`config.mk`:
```
export PLATFORM = sky130hd
export DESIGN_NAME = spi_wiper_device_flat
export DESIGN_NICKNAME = d
export VERILOG_FILES = /design/src/spi_dual_wiper_pkg.sv /design/src/spi_link_if.sv /design/src/input_filter_sync.sv /design/src/spi_wiper_device.sv /design/src/flat_wrapper.sv
export SDC_FILE = /design/constraint.sdc
export NUM_CORES = 1
export LEC_CHECK = 0
export ABC_CLOCK_PERIOD_IN_PS = 4610
export BUFFER_PORTS_ARGS = -buffer_cell sky130_fd_sc_hd__buf_2
export CAP_MARGIN = 10
export CORE_ASPECT_RATIO = 0.6
export CORE_MARGIN = 1.5
export CORE_UTILIZATION = 29
export CTS_CLUSTER_SIZE = 40
export DETAILED_ROUTE_END_ITERATION = 12
export GPL_TIMING_DRIVEN = 1
export PLACE_DENSITY = 0.54
export SYNTH_ARGS = -nofsm -noshare
export SYNTH_HDL_FRONTEND = slang
export SYNTH_SLANG_ARGS = --single-unit
```
`constraint.sdc`:
```
create_clock -name clock -period 4.61 [get_ports clock]
set_input_delay 0.922 -clock clock [delete_from_list [all_inputs] [get_ports clock]]
set_output_delay 0.922 -clock clock [all_outputs]
set_load 0.1 [all_outputs]
```
`src/spi_dual_wiper_pkg.sv`:
```
// Shared constants for the dual wiper serial control pair: register map,
// instruction codes, host register map, timing counts and host states.
// Assumes both ends and the bench compile this package first.
// Notes on behaviour
// - Device samples input on rising clock, select low.
// - Device changes output on falling clock edge.
// - Host captures output on following rising edge.
// - Access bit 1 picks open-drain, else push-pull.
// - Select high: output released, device in standby.
// - Traffic ignored until first select falling edge.
// - Wiper code sets tap, monotonic 00h to 7Fh.
// - Both wipers reset to 40h mid-scale.
// - Wipers at 0 and 1, access at 10h.
// - Shutdown bit 6 low opens arrays, wiper low.
// - Shutdown keeps wiper codes; exit restores taps.
// - Slave only, mode 0 timing.
// - Every byte travels most significant bit first.
// - Host drives select and clock, select held low.
// - First byte: code top three, address low five.
// - Codes: nop, read/write access, read/write addressed.
// - Address 0/1 wipers, 10000 access register.
// - Write committed on select rising edge.
// - Read spans four bytes; echo third, data fourth.
// - Shifted-in data flows out for daisy chains.
// - Echo byte carries 111b then read address.
package spi_dual_wiper_pkg;
   // ----------------------------------------------------------------
   // device register map
   // ----------------------------------------------------------------
   localparam logic [4:0] ADDR_WIPER0   = 5'h00;
   localparam logic [4:0] ADDR_WIPER1   = 5'h01;
   localparam logic [4:0] ADDR_ACCESS   = 5'h10;
   localparam logic [7:0] WIPER_RESET   = 8'h40;
   localparam logic [7:0] ACCESS_RESET  = 8'h40;
   localparam logic [7:0] ACCESS_MASK   = 8'h42;
   localparam int         SHUTDOWN_N_POS = 6;
   localparam int         OUT_TYPE_POS  = 1;
   localparam logic [6:0] TAP_MAX       = 7'h7f;
   // ----------------------------------------------------------------
   // instruction codes
   // ----------------------------------------------------------------
   localparam logic [2:0] OP_NOP        = 3'h0;
   localparam logic [2:0] OP_RD_ACCESS  = 3'h1;
   localparam logic [2:0] OP_WR_ACCESS  = 3'h3;
   localparam logic [2:0] OP_RD_ADDR    = 3'h4;
   localparam logic [2:0] OP_WR_ADDR    = 3'h6;
   localparam logic [2:0] ECHO_CODE     = 3'h7;
   // ----------------------------------------------------------------
   // host register map (byte addresses)
   // ----------------------------------------------------------------
   localparam logic [7:0] HOST_TX_OFS     = 8'h00;
   localparam logic [7:0] HOST_CTRL_OFS   = 8'h04;
   localparam logic [7:0] HOST_STATUS_OFS = 8'h08;
   localparam logic [7:0] HOST_RX_OFS     = 8'h0c;
   // ----------------------------------------------------------------
   // timing
   // ----------------------------------------------------------------
   localparam int CLK_PERIOD_NS = 100;
   localparam int SCK_HALF_NS   = 1000;
   localparam int LEAD_NS       = 250;
   localparam int LAG_NS        = 250;
   localparam int DESELECT_NS   = 2000;
   localparam int SCK_HALF_CYC  = (SCK_HALF_NS + CLK_PERIOD_NS - 1) / CLK_PERIOD_NS;
   localparam int LEAD_CYC      = (LEAD_NS + CLK_PERIOD_NS - 1) / CLK_PERIOD_NS;
   localparam int LAG_CYC       = (LAG_NS + CLK_PERIOD_NS - 1) / CLK_PERIOD_NS;
   localparam int DESELECT_CYC  = (DESELECT_NS + CLK_PERIOD_NS - 1) / CLK_PERIOD_NS;
   // ----------------------------------------------------------------
   // host sequencer states
   // ----------------------------------------------------------------
   typedef enum logic [2:0] {
      H_IDLE = 3'b000,
      H_LEAD = 3'b001,
      H_LOW  = 3'b010,
      H_HIGH = 3'b011,
      H_LAG  = 3'b100,
      H_GAP  = 3'b101
   } host_state_t;
endpackage : spi_dual_wiper_pkg

```
`src/spi_link_if.sv`:
```
// Serial link between the wiper device and its host.
// Assumes an external pull-up on the data output line.
interface spi_link_if;
   logic csN;
   logic sck;
   logic sdi;
   logic sdoOut;
   logic sdoOeN;
   logic sdo;
   // released line reads high through the pull-up
   assign sdo = sdoOeN ? 1'b1 : sdoOut;
   modport device (input csN, input sck, input sdi, output sdoOut, output sdoOeN);
   modport host (output csN, output sck, output sdi, input sdo);
endinterface : spi_link_if

```
`src/input_filter_sync.sv`:
```
// Three-stage synchroniser with agreement filter for pin inputs.
// Assumes inputs are asynchronous to clock.
module input_filter_sync #(
   parameter int               WIDTH     = 1,
   parameter logic [WIDTH-1:0] RESET_VAL = '0
) (
   input  wire logic             clock,
   input  wire logic             reset,
   input  wire logic [WIDTH-1:0] din,
   output logic      [WIDTH-1:0] dout
);
   logic [WIDTH-1:0] s1;
   logic [WIDTH-1:0] s2;
   logic [WIDTH-1:0] s3;
   // s1 feeds only s2, guarding against metastability
   always_ff @(posedge clock)
   begin
      if (reset)
      begin
         s1   <= RESET_VAL;
         s2   <= RESET_VAL;
         s3   <= RESET_VAL;
         dout <= RESET_VAL;
      end
      else
      begin
         s1   <= din;
         s2   <= s1;
         s3   <= s2;
         // a bit changes only when the last two stages agree
         dout <= (s2 & s3) | (dout & (s2 ^ s3));
      end
   end
endmodule : input_filter_sync

```
`src/spi_wiper_device.sv`:
```
// Device end: serial slave control logic of the dual 128-tap wiper.
// Assumes the link pins are asynchronous; the system clock oversamples them.
module spi_wiper_device
   import spi_dual_wiper_pkg::*;
(
   input  wire logic  clock,
   input  wire logic  reset,
   spi_link_if.device link,
   output logic [6:0] wiperTap0,
   output logic [6:0] wiperTap1,
   output logic       arrayConnected,
   output logic       standby
);
   // ----------------------------------------------------------------
   // decode helpers
   // ----------------------------------------------------------------
   function automatic logic isRead(input logic [7:0] instr);
      return (instr[7:5] == OP_RD_ACCESS) || (instr[7:5] == OP_RD_ADDR);
   endfunction : isRead

   // code in top three, address in low five
   // register addressed by an instruction; access codes imply 10000
   function automatic logic [4:0] targetAddr(input logic [7:0] instr);
      if ((instr[7:5] == OP_RD_ACCESS) || (instr[7:5] == OP_WR_ACCESS))
         return ADDR_ACCESS;
      return instr[4:0];
   endfunction : targetAddr

   // true when instr writes the register at addr
   function automatic logic writesAddr(input logic [7:0] instr, input logic [4:0] addr);
      if ((instr[7:5] != OP_WR_ACCESS) && (instr[7:5] != OP_WR_ADDR))
         return 1'b0;
      return targetAddr(instr) == addr;
   endfunction : writesAddr

   // codes above 7Fh stay at the top tap, keeping the travel monotonic
   function automatic logic [6:0] tapOf(input logic [7:0] code);
      return code[7] ? TAP_MAX : code[6:0];
   endfunction : tapOf

   logic [7:0] wiper0;
   logic [7:0] wiper1;
   logic [7:0] access;
   logic [2:0] pins;
   logic       csLvl;
   logic       sckLvl;
   logic       sdiLvl;
   logic       csPrev;
   logic       sckPrev;
   logic       armed;
   logic       csFall;
   logic       csRise;
   logic       sckRise;
   logic       sckFall;
   logic       active;
   logic [2:0] bitPhase;
   logic [1:0] byteCount;
   logic       frameOk;
   logic [15:0] shiftReg;
   logic [15:0] nextShift;
   logic       pendingRead;
   logic [7:0] pendingInstr;
   logic       outBit;
   logic       pushPull;

   function automatic logic [7:0] readValue(input logic [7:0] instr);
      case (targetAddr(instr))
         ADDR_WIPER0: return wiper0;
         ADDR_WIPER1: return wiper1;
         ADDR_ACCESS: return access;
         default:     return 8'h00;
      endcase
   endfunction : readValue

   // ----------------------------------------------------------------
   // pin sampling and edge detection
   // ----------------------------------------------------------------
   input_filter_sync #(
      .WIDTH     (3),
      .RESET_VAL (3'b100)
   ) pinSync (
      .clock (clock),
      .reset (reset),
      .din   ({link.csN, link.sck, link.sdi}),
      .dout  (pins)
   );
   assign csLvl  = pins[2];
   assign sckLvl = pins[1];
   assign sdiLvl = pins[0];

   // previous filtered levels for edge finding
   always_ff @(posedge clock)
   begin
      if (reset)
      begin
         csPrev  <= 1'b1;
         sckPrev <= 1'b0;
      end
      else
      begin
         csPrev  <= csLvl;
         sckPrev <= sckLvl;
      end
   end

   assign csFall = csPrev & ~csLvl;
   assign csRise = ~csPrev & csLvl & armed;
   assign sckRise = ~sckPrev & sckLvl & ~csLvl & armed;
   assign sckFall = sckPrev & ~sckLvl & ~csLvl & armed;
   assign active  = armed & ~csLvl;

   // wait for first select fall; a select already low at reset reads as a fall once the filter passes it
   always_ff @(posedge clock)
   begin
      if (reset)
         armed <= 1'b0;
      else if (csFall)
         armed <= 1'b1;
   end

   assign standby = ~active;

   // ----------------------------------------------------------------
   // bit and byte counting
   // ----------------------------------------------------------------
   // byte count saturates at two: enough for one instruction and data pair
   always_ff @(posedge clock)
   begin
      if (reset || csFall)
      begin
         bitPhase  <= 3'h0;
         byteCount <= 2'h0;
      end
      else if (sckRise)
      begin
         bitPhase <= bitPhase + 3'h1;
         if ((bitPhase == 3'h7) && (byteCount != 2'h2))
            byteCount <= byteCount + 2'h1;
      end
   end

   // whole bytes and at least a full pair
   assign frameOk = (bitPhase == 3'h0) && (byteCount == 2'h2);

   // ----------------------------------------------------------------
   // shift path, doubling as the daisy chain delay line
   // ----------------------------------------------------------------
   // msb first shift
   assign nextShift = {shiftReg[14:0], sdiLvl};

   always_ff @(posedge clock)
   begin
      if (reset)
         shiftReg <= 16'h0000;
      else if (csFall)
         // echo of a read left over from the previous frame
         shiftReg <= pendingRead ? {ECHO_CODE, targetAddr(pendingInstr), readValue(pendingInstr)} : 16'h0000;
      else if (sckRise)
      begin
         // after two bytes a read swaps in echo and data
         if ((byteCount == 2'h1) && (bitPhase == 3'h7) && isRead(nextShift[15:8]))
            shiftReg <= {ECHO_CODE, targetAddr(nextShift[15:8]), readValue(nextShift[15:8])};
         else
            shiftReg <= nextShift;
      end
   end

   // a read still in the delay line at select rise is answered in the next frame
   always_ff @(posedge clock)
   begin
      if (reset)
      begin
         pendingRead  <= 1'b0;
         pendingInstr <= 8'h00;
      end
      else if (csRise)
      begin
         pendingRead  <= frameOk && isRead(shiftReg[15:8]);
         pendingInstr <= shiftReg[15:8];
      end
      else if (csFall)
         pendingRead <= 1'b0;
   end

   // ----------------------------------------------------------------
   // output driver
   // ----------------------------------------------------------------
   // launch on falling edge
   always_ff @(posedge clock)
   begin
      if (reset)
         outBit <= 1'b0;
      else if (csFall)
         outBit <= pendingRead ? ECHO_CODE[2] : 1'b0;
      else if (sckFall)
         outBit <= shiftReg[15];
   end

   assign pushPull    = ~access[OUT_TYPE_POS];
   assign link.sdoOut = pushPull ? outBit : 1'b0;
   assign link.sdoOeN = ~active | (~pushPull & outBit);

   // ----------------------------------------------------------------
   // register file, committed at select rise
   // ----------------------------------------------------------------
   // wiper commit, last pair in the line wins
   always_ff @(posedge clock)
   begin
      if (reset)
      begin
         wiper0 <= WIPER_RESET;
         wiper1 <= WIPER_RESET;
      end
      else if (csRise && frameOk)
      begin
         if (writesAddr(shiftReg[15:8], ADDR_WIPER0))
            wiper0 <= shiftReg[7:0];
         if (writesAddr(shiftReg[15:8], ADDR_WIPER1))
            wiper1 <= shiftReg[7:0];
      end
   end

   // only the shutdown and output type bits hold state
   always_ff @(posedge clock)
   begin
      if (reset)
         access <= ACCESS_RESET;
      else if (csRise && frameOk && writesAddr(shiftReg[15:8], ADDR_ACCESS))
         access <= shiftReg[7:0] & ACCESS_MASK;
   end

   // ----------------------------------------------------------------
   // analog controls
   // ----------------------------------------------------------------
   // shutdown forces taps low without touching the codes
   assign arrayConnected = access[SHUTDOWN_N_POS];
   assign wiperTap0 = arrayConnected ? tapOf(wiper0) : 7'h00;
   assign wiperTap1 = arrayConnected ? tapOf(wiper1) : 7'h00;
endmodule : spi_wiper_device

```
`src/flat_wrapper.sv`:
```
// flat-port wrapper written by rule: the top's interface ports become plain ports
module spi_wiper_device_flat import spi_dual_wiper_pkg::*;
  (clock, reset, wiperTap0, wiperTap1, arrayConnected, standby, link_csN, link_sck, link_sdi, link_sdoOut, link_sdoOeN);
  spi_link_if link_i ();
  input  wire logic clock;
  input  wire logic reset;
  output logic [6:0] wiperTap0;
  output logic [6:0] wiperTap1;
  output logic arrayConnected;
  output logic standby;
  input wire logic [$bits(link_i.csN)-1:0] link_csN;
  input wire logic [$bits(link_i.sck)-1:0] link_sck;
  input wire logic [$bits(link_i.sdi)-1:0] link_sdi;
  output wire logic [$bits(link_i.sdoOut)-1:0] link_sdoOut;
  output wire logic [$bits(link_i.sdoOeN)-1:0] link_sdoOeN;
  assign link_i.csN = link_csN;
  assign link_i.sck = link_sck;
  assign link_i.sdi = link_sdi;
  assign link_sdoOut = link_i.sdoOut;
  assign link_sdoOeN = link_i.sdoOeN;
  spi_wiper_device u_core (.clock(clock), .reset(reset), .link(link_i), .wiperTap0(wiperTap0), .wiperTap1(wiperTap1), .arrayConnected(arrayConnected), .standby(standby));
endmodule
```
; Word-level counts from Yosys, hierarchy flattened
; Cells that the tools add are included.
[classes]
addsub = 2
eq_ne = 20
n_mux = 61
bitwise = 21
n_reduce_logical = 24
[ops]
columns = op, count
row1 = two-way mux 5 bit, 18
row2 = two-way mux 16 bit, 4
row3 = one-hot mux 8 bit (3 select lines), 2
row4 = two-way mux 1 bit, 33
row5 = two-way mux 7 bit, 4
row6 = "equality test 5 x 1 -> 1 bit, second input constant", 3
row7 = "equality test 5 bit, second input constant", 3
row8 = logical NOT 5 bit, 3
row9 = bitwise AND 1 bit, 11
row10 = "equality test 3 x 1 -> 1 bit, second input constant", 3
row11 = "equality test 3 x 2 -> 1 bit, second input constant", 3
row12 = "equality test 3 bit, second input constant", 3
row13 = logical AND 1 bit, 8
row14 = bitwise AND 3 bit, 2
row15 = logical OR 1 bit, 6
row16 = AND reduction 2 bit, 3
row17 = nonzero test 2 bit, 3
row18 = inverter 1 bit, 5
row19 = "adder 3 x 1 -> 3 bit, second input constant", 1
row20 = logical NOT 3 bit, 1
row21 = "inequality test 3 x 2 -> 1 bit, second input constant", 1
row22 = "inequality test 3 bit, second input constant", 1
row23 = OR 3 bit, 1
row24 = bitwise XOR 3 bit, 1
row25 = other kinds (5), 5
[word_totals]
ff_bits = 64
out_inout_bits = 18

; Longest topological paths before layout
; Gate-level depths: netlist of run 1.
[logic_depth]
word_depth = 18
ltp_mapped = 7
ltp_nobuf = 7

; Hierarchy
; From an unflattened synthesis of run 1, not the netlist that was laid out.
[unflattened]
cells_unflattened = 330
hier_area_um2 = 3064.2
[modules_own_cells]
columns = mod, n_inst, cells_each, area_per_inst_um2
row1 = spi_wiper_device, 1, 300, 2691.3
row2 = input_filter_sync, 1, 30, 372.9

; Worst setup path before layout of run 1
; No wires, ideal clock.
[synth_path]
path_kind = flip-flop to output port
startpoint = register u_core.access[6]
endpoint = output port wiperTap0[0]
arrival_ns = 2.284
required_ns = 3.688
slack_ns = 1.404
path_stages_with_launch = 4
path_buffers = 2
cell_sequence = dfxtp_1 > clkbuf_1 > clkbuf_1 > o21a_1
[synth_between]
elab_chain_cells = 1
[synth_lines]
columns = element, line_no
row1 = start: declaration, spi_wiper_device.sv:43  ; logic [7:0] access;
row2 = start signal: assignment, spi_wiper_device.sv:229  ; access <= shiftReg[7:0] & ACCESS_MASK;
row3 = two-way mux 7 bit, spi_wiper_device.sv:237  ; assign wiperTap0 = arrayConnected ? tapOf(wiper0) : 7'h00;
row4 = end: declaration, flat_wrapper.sv:7  ; output logic [6:0] wiperTap0;
; No other way between the ends.

; Final worst setup path of run 1
[layout_path]
startpoint = register u_core.access[6]
endpoint = output port wiperTap1[6]
[layout_between]
elab_chain_cells = 1
[layout_lines]
columns = element, line_no
row1 = two-way mux 7 bit, spi_wiper_device.sv:238  ; assign wiperTap1 = arrayConnected ? tapOf(wiper1) : 7'h00;
row2 = end: declaration, flat_wrapper.sv:8  ; output logic [6:0] wiperTap1;
; No other way between the ends.

==> flow_summary.ini, run 1 <==
[timing]
fin_crit_sh_pct = 57.2
rsz0062_at_grt = false
max_freq_ghz = 0.379
slew_headroom_pct = 25.6
tns_ps = 0
clock_skew_ps = 5.46
setup_viol = 0
holdWs_ps = 418
hold_viol_final = 0
tightestPinTransition_ps = 1110
fin_crit_ps = 2640
finalMaxSlewViolations = 0

[yosys]
synthArstFlopShare_pct = 0
ys.flop_type = dfxtp_1
ys_types = 51
yosysWarnings = 0
synth_area_per_cell_um2 = 9.40
syn_area_mm2 = 0.00308
yosysSeqAreaShare_pct = 40.9
syn_nets = 341
synth_edf_count = 0
synthesis.instances = 328
synth_seq_cells = 63

[floorplanning]
die_y_um = 82.9
core_mm2 = 0.0101
ios = 23
dieWidth_um = 136
initial_utilization_pct = 30.6
placementRows = 28
die-area_mm2 = 0.0113

[clock_tree]
ctsRootBufferMaster = clkbuf_16
cts_setup_buffers = 0
cts_buffers = 9
h-tree-depth = 3
hold_buffers = 0
clk_path_buf_depth = 2
clock-sinks = 63
cts_resized = 0
clkSlewWorstSetupHoldPaths_ps = 50
tritoncts = done
clk-insertion-delay-late_ps = 330

[cells_and_area]
fin_nets = 355
finish.instance_area_mm2 = 0.00356
drive_gt1_share_pct = 20.2
num_antenna_cells = 0
area.growth.synth_to_final_pct = 15.6

[routing]
viasPerCell = 5.13
dr.pass1.iters = 4
drt-total-wl_um = 7670
drc = 0
drt-initial-drc-count = 148
ant_nets = 0
routedWlPerCell_um = 15.9
num_vias = 2471

[global_routing]
first_global_vias = 2205
grtUsageTotal_pct = 14.2
grt_max_degree = 60
grt_pass1_wl_um = 12100
antenna_found_initial = 0
overflow = 0

[worst_setup_path]
r2r_end = u_core.wiper0[6]
arrival_ps = 1720
path_depth = 2
worstSetupEndpointType = output port
startpoint_type = register
worstSetupPathType = reg -> out
r2r_setup_slack_ps = 2300
cp.required_ps = 3690
r2r_start = u_core.pinSync.dout[2]
crit_fanout = 18
worstRegToRegCells = 4
endpoint = wiperTap1[6]
path_delay_family = flip-flops
crit_chain = o21a_1 -> buf_2
cp_slowest_cell = dfxtp_1
worstSetupStartpoint = u_core.access[6]
critPathBufInv = 1
max_stage_delay_ps = 740

[pwr]
finalPower_mw = 1.24
pwr-share-comb_pct = 4.5
static-leakage-power_nw = 1.47
powerDensity_mw_per_mm2 = 349
switchingPower_mw = 0.279
clkPwrFrac_pct = 49.7
p_seq_share_pct = 45.8
switching_share_pct = 22.4
vdd_drop_max_mv = 0.146
internal-power_mw = 0.965

[place]
port_buffers = 22
placed_area_mm2 = 0.00329
gp_congestion = 0.845
dp_hpwl_um = 5280

[hold_path]
hold_class = reg -> reg

[run]
maxCapViolCount = 0

[run_status]
outcome = finished clean
==> through the flow <==
stage,util [%],worst slack [ps],std cells
after detailed placement,32.6,2300,466
after global placement,32.6,2330,466
after global routing,35.3,1870,482
final,35.3,1970,482
after CTS,35.3,1940,482
after floorplan,-,1400,328
==> power groups by stage <==
stage          registers, mW  logic, mW  clock network (mW)
5_1_grt                0.571     0.0612               0.668
3_5_place_dp           0.580     0.0562                   0
2_1_floorplan          0.574     0.0470                   0
3_3_place_gp           0.580     0.0560                   0
6_report               0.570     0.0563               0.619
4_1_cts                0.569     0.0565               0.637
==> cell usage after synthesis (all sizes together), types with 8 or more instances <==
cell type	number	area, um2
a21oi	12	60.1
a221oi	10	93.8
a22oi	8	60.1
clkbuf	18	67.6
dfxtp	63	1260
ha	8	100
mux2	10	113
mux2i	24	240
nand2b	8	57.6
nor2	54	203
nor2b	12	75.1
nor3	15	116
o21a	14	105
==> cells by family (layout without fill, tap and decap cells) <==
logic type / count (synthesis) / after routing / synth area share (%)
xor gates and xnor gates: 3 / 3 / 0.852
adders and majority gates: 8 / 8 / 3.25
DFF: 63 / 63 / 40.9
AOI/OAI and AO/OA: 73 / 73 / 18.0
muxes: 34 / 34 / 11.4
and+or+nand+nor: 120 / 120 / 22.0
buffers and inverters: 27 / 46 / 3.53
==> worst register-to-register path: stages, from the launching register on <==
cell,delay [ps]
dfxtp_1,420
nand3b_1,460
nor3_2,480
nand4_2,430
a211o_1,420
==> area by class of cell <==
type	count	area, um2
Inverter	7	26.3
Sequential cell	63	1260
Multi-Input combinational cell	238	1710
Clock buffer	12	256
Clock inverter	4	20.0
Timing Repair Buffer	23	118
Fill cell	1021	6530
Tap cell	135	169
==> layout by cell type (no fill, tap or decap), types with 2 or more instances in the layout <==
cell	n
a221oi_1	9
ha_1	8
buf_2	22
a211oi_1	2
o22a_1	6
clkbuf_8	2
nor3_1	8
o21a_1	14
nor3_2	6
nand4_1	2
xnor2_1	3
clkbuf_16	9
nand2_1	5
nand2b_1	7
o21bai_1	2
inv_1	7
o311ai_0	2
a211o_1	5
dfxtp_1	63
a22oi_1	8
or2_2	6
nor2b_1	12
nor2_1	54
a21o_1	2
nand3_1	2
o21ai_0	2
a41oi_1	2
a21oi_1	12
mux2_2	10
nand4_2	2
nand3b_1	3
clkinv_2	4
mux2i_1	24
or3_1	2
==> flip-flops by register name, summed over array words and instances, names as in the netlist, 7 cells and up <==
register             flops
u_core.shiftReg         16
u_core.wiper1            8
u_core.pendingInstr      7
u_core.wiper0            8
==> how the worst min path moves through the flow <==
| stage | startpoint | endpoint | slack, ps | depth (start not counted) |
|---|---|---|---|---|
| 2_1_floorplan | u_core.pinSync.s1[2] | u_core.pinSync.s2[2] | 390 | 1 |
| 3_3_place_gp | u_core.pinSync.s1[2] | u_core.pinSync.s2[2] | 400 | 1 |
| 3_5_place_dp | u_core.pinSync.s1[2] | u_core.pinSync.s2[2] | 400 | 1 |
| 4_1_cts | u_core.pinSync.s1[2] | u_core.pinSync.s2[2] | 430 | 1 |
| 5_1_grt | u_core.pinSync.s1[2] | u_core.pinSync.s2[2] | 450 | 1 |
| 6_report | u_core.pinSync.s1[2] | u_core.pinSync.s2[2] | 420 | 1 |
==> layer usage <==
metal / track usage, % / wire [um] / vias up / part of all wire, %
met5: 0 / 0 / - / 0
met4: 4.55 / 65 / 0 / 0.85
met3: 6.23 / 553 / 8 / 7.2
met2: 17.2 / 2920 / 58 / 38
met1: 21.5 / 4140 / 1193 / 54
li1: - / - / 1212 / -
Power figures use the tool's default switching activity.
==> run 2: changes to the inputs <==
- ABC_CLOCK_PERIOD_IN_PS: 4610 -> 2750
- clock period: 4.61 -> 2.75 ns (I/O delays scaled with it)
==> run 2 against run 1 <==
Power up 89%. Utilization increased by 0.98 points. Register-to-register slack lost 1600 ps. Clock power up 110%. Global-route usage grew 0.42 points. Combinational power is 73% higher. Critical path type unchanged. Critical endpoint is now wiperTap0[6]. Highest routed layer unchanged.
==> flow_summary.ini, run 2 (synthesized netlist as in run 1, its figures left out) <==
[run_status]
outcome = finished clean

[cells_and_area]
area.growth.synth_to_final_pct = 18.8
layout_commonest_cell = dfxtp_1
layout_common_cells = 63 x dfxtp_1, 54 x nor2_1, 24 x mux2i_1, 22 x buf_2, 14 x o21a_1
drive_gt1_share_pct = 21.3
largest_reg_flops = 16
num_antenna_cells = 0
largest_register = u_core.shiftReg
final_cells = 487
reg_top3 = u_core.shiftReg x16, u_core.wiper0 x8, u_core.wiper1 x8
fin_nets = 360

[place]
port_buffers = 22
dp_hpwl_um = 5500
placed_cells = 471
gp_congestion = 0.838

[timing]
rsz0062_at_grt = false
tns_ps = 0
slew_headroom_pct = 49.4
finalMaxSlewViolations = 0
fin_crit_ps = 2270
fin_crit_sh_pct = 82.7
holdWs_ps = 403
clock_skew_ps = 5.92
tightestPinTransition_ps = 759
hold_viol_final = 0
setup_viol = 0
max_freq_ghz = 0.440

[clock_tree]
h-tree-depth = 3
cts_buffers = 9
cts_setup_buffers = 0
clk-insertion-delay-late_ps = 330
hold_buffers = 0
clkSlewWorstSetupHoldPaths_ps = 50
ctsRootBufferMaster = clkbuf_16
tritoncts = done
cts_resized = 0
clk_path_buf_depth = 2
clock-sinks = 63

[floorplanning]
dieWidth_um = 136
ios = 23
core_mm2 = 0.0101
initial_utilization_pct = 30.6
die_y_um = 82.9
placementRows = 28
die-area_mm2 = 0.0113

[routing]
ant_nets = 0
num_vias = 2494
viasPerCell = 5.12
drt-initial-drc-count = 170
drc = 0
dr.pass1.iters = 4
drt-total-wl_um = 8010
routedWlPerCell_um = 16.5

[global_routing]
overflow = 0
first_global_vias = 2302
grt_max_degree = 39
grt_pass1_wl_um = 12700
antenna_found_initial = 0
grtUsageTotal_pct = 14.6

[pwr]
vdd_drop_max_mv = 0.295
powerDensity_mw_per_mm2 = 641
static-leakage-power_nw = 1.52

[worst_setup_path]
path_delay_family = flip-flops
critPathBufInv = 1
r2r_end = u_core.wiper1[6]
cp.required_ps = 2200
startpoint_type = register
cp_slowest_cell = dfxtp_1
worstRegToRegCells = 5
worstSetupEndpointType = output port
arrival_ps = 1720
r2r_setup_slack_ps = 690
max_stage_delay_ps = 750
worstSetupPathType = reg -> out
crit_chain = o21a_1 -> buf_2
r2r_start = u_core.pinSync.dout[2]
crit_fanout = 18

[hold_path]
min_from = link_csN
holdPathEnd = u_core.pinSync.s1[2]
hold_class = in -> reg
hold_depth = 2

[run]
maxCapViolCount = 0
[run 2: changes by cell type in the layout (fill, tap and decap cells not counted), sizes merged]
cell / before / now
clkinv: 4 / 3
clkbuf: 12 / 10
bufinv: 0 / 3
buf: 23 / 28
[run 2: final cells by class]
class / count / area (um2)
multi-input cells: 238 / 1710
clock inverters: 6 / 109
repair buffers: 28 / 155
inverters: 7 / 26.3
flip-flops and latches: 63 / 1260
well taps: 135 / 169
clock buffers: 10 / 229
fillers: 1023 / 6430
[run 2: worst max-delay path by stage]
stage	from	to	slack [ps]	cells past startpoint
detailed placement	u_core.pinSync.dout[2]	u_core.wiper1[6]	740	5
floorplan	u_core.access[6]	wiperTap0[0]	-80	3
finish	u_core.access[6]	wiperTap0[6]	480	2
global route	u_core.access[6]	wiperTap1[6]	370	2
global placement	u_core.pinSync.dout[2]	u_core.wiper1[6]	790	5
CTS	u_core.access[6]	wiperTap0[6]	470	2
[run 2: power breakdown]
group / total (mW) / internal [mW] / leakage [nW] / switching (mW)
Sequential: 0.954 / 0.931 / 0.511 / 0.0230
Combinational: 0.0975 / 0.0373 / 0.845 / 0.0602
Clock: 1.30 / 0.883 / 0.166 / 0.414
[run 2: stage by stage]
stage	total power, mW	area (um2)	util [%]	worst slack (ps)
final	2.35	3660	36.3	476
after global routing	2.44	3660	36.3	366
after CTS	2.38	3660	36.3	466
after detailed placement	1.07	3330	33.0	745
after global placement	1.07	3330	33.0	793
after floorplan	1.04	3080	-	-84.4
[run 2: metal layers]
layer  share of wire (%)  vias to the layer above  track usage (%)
met5                   0                        -                0
met3                 8.2                        7             5.01
met4                 1.0                        0             3.77
met1                  54                     1190             23.4
li1                    -                     1225                -
met2                  37                       72             17.7
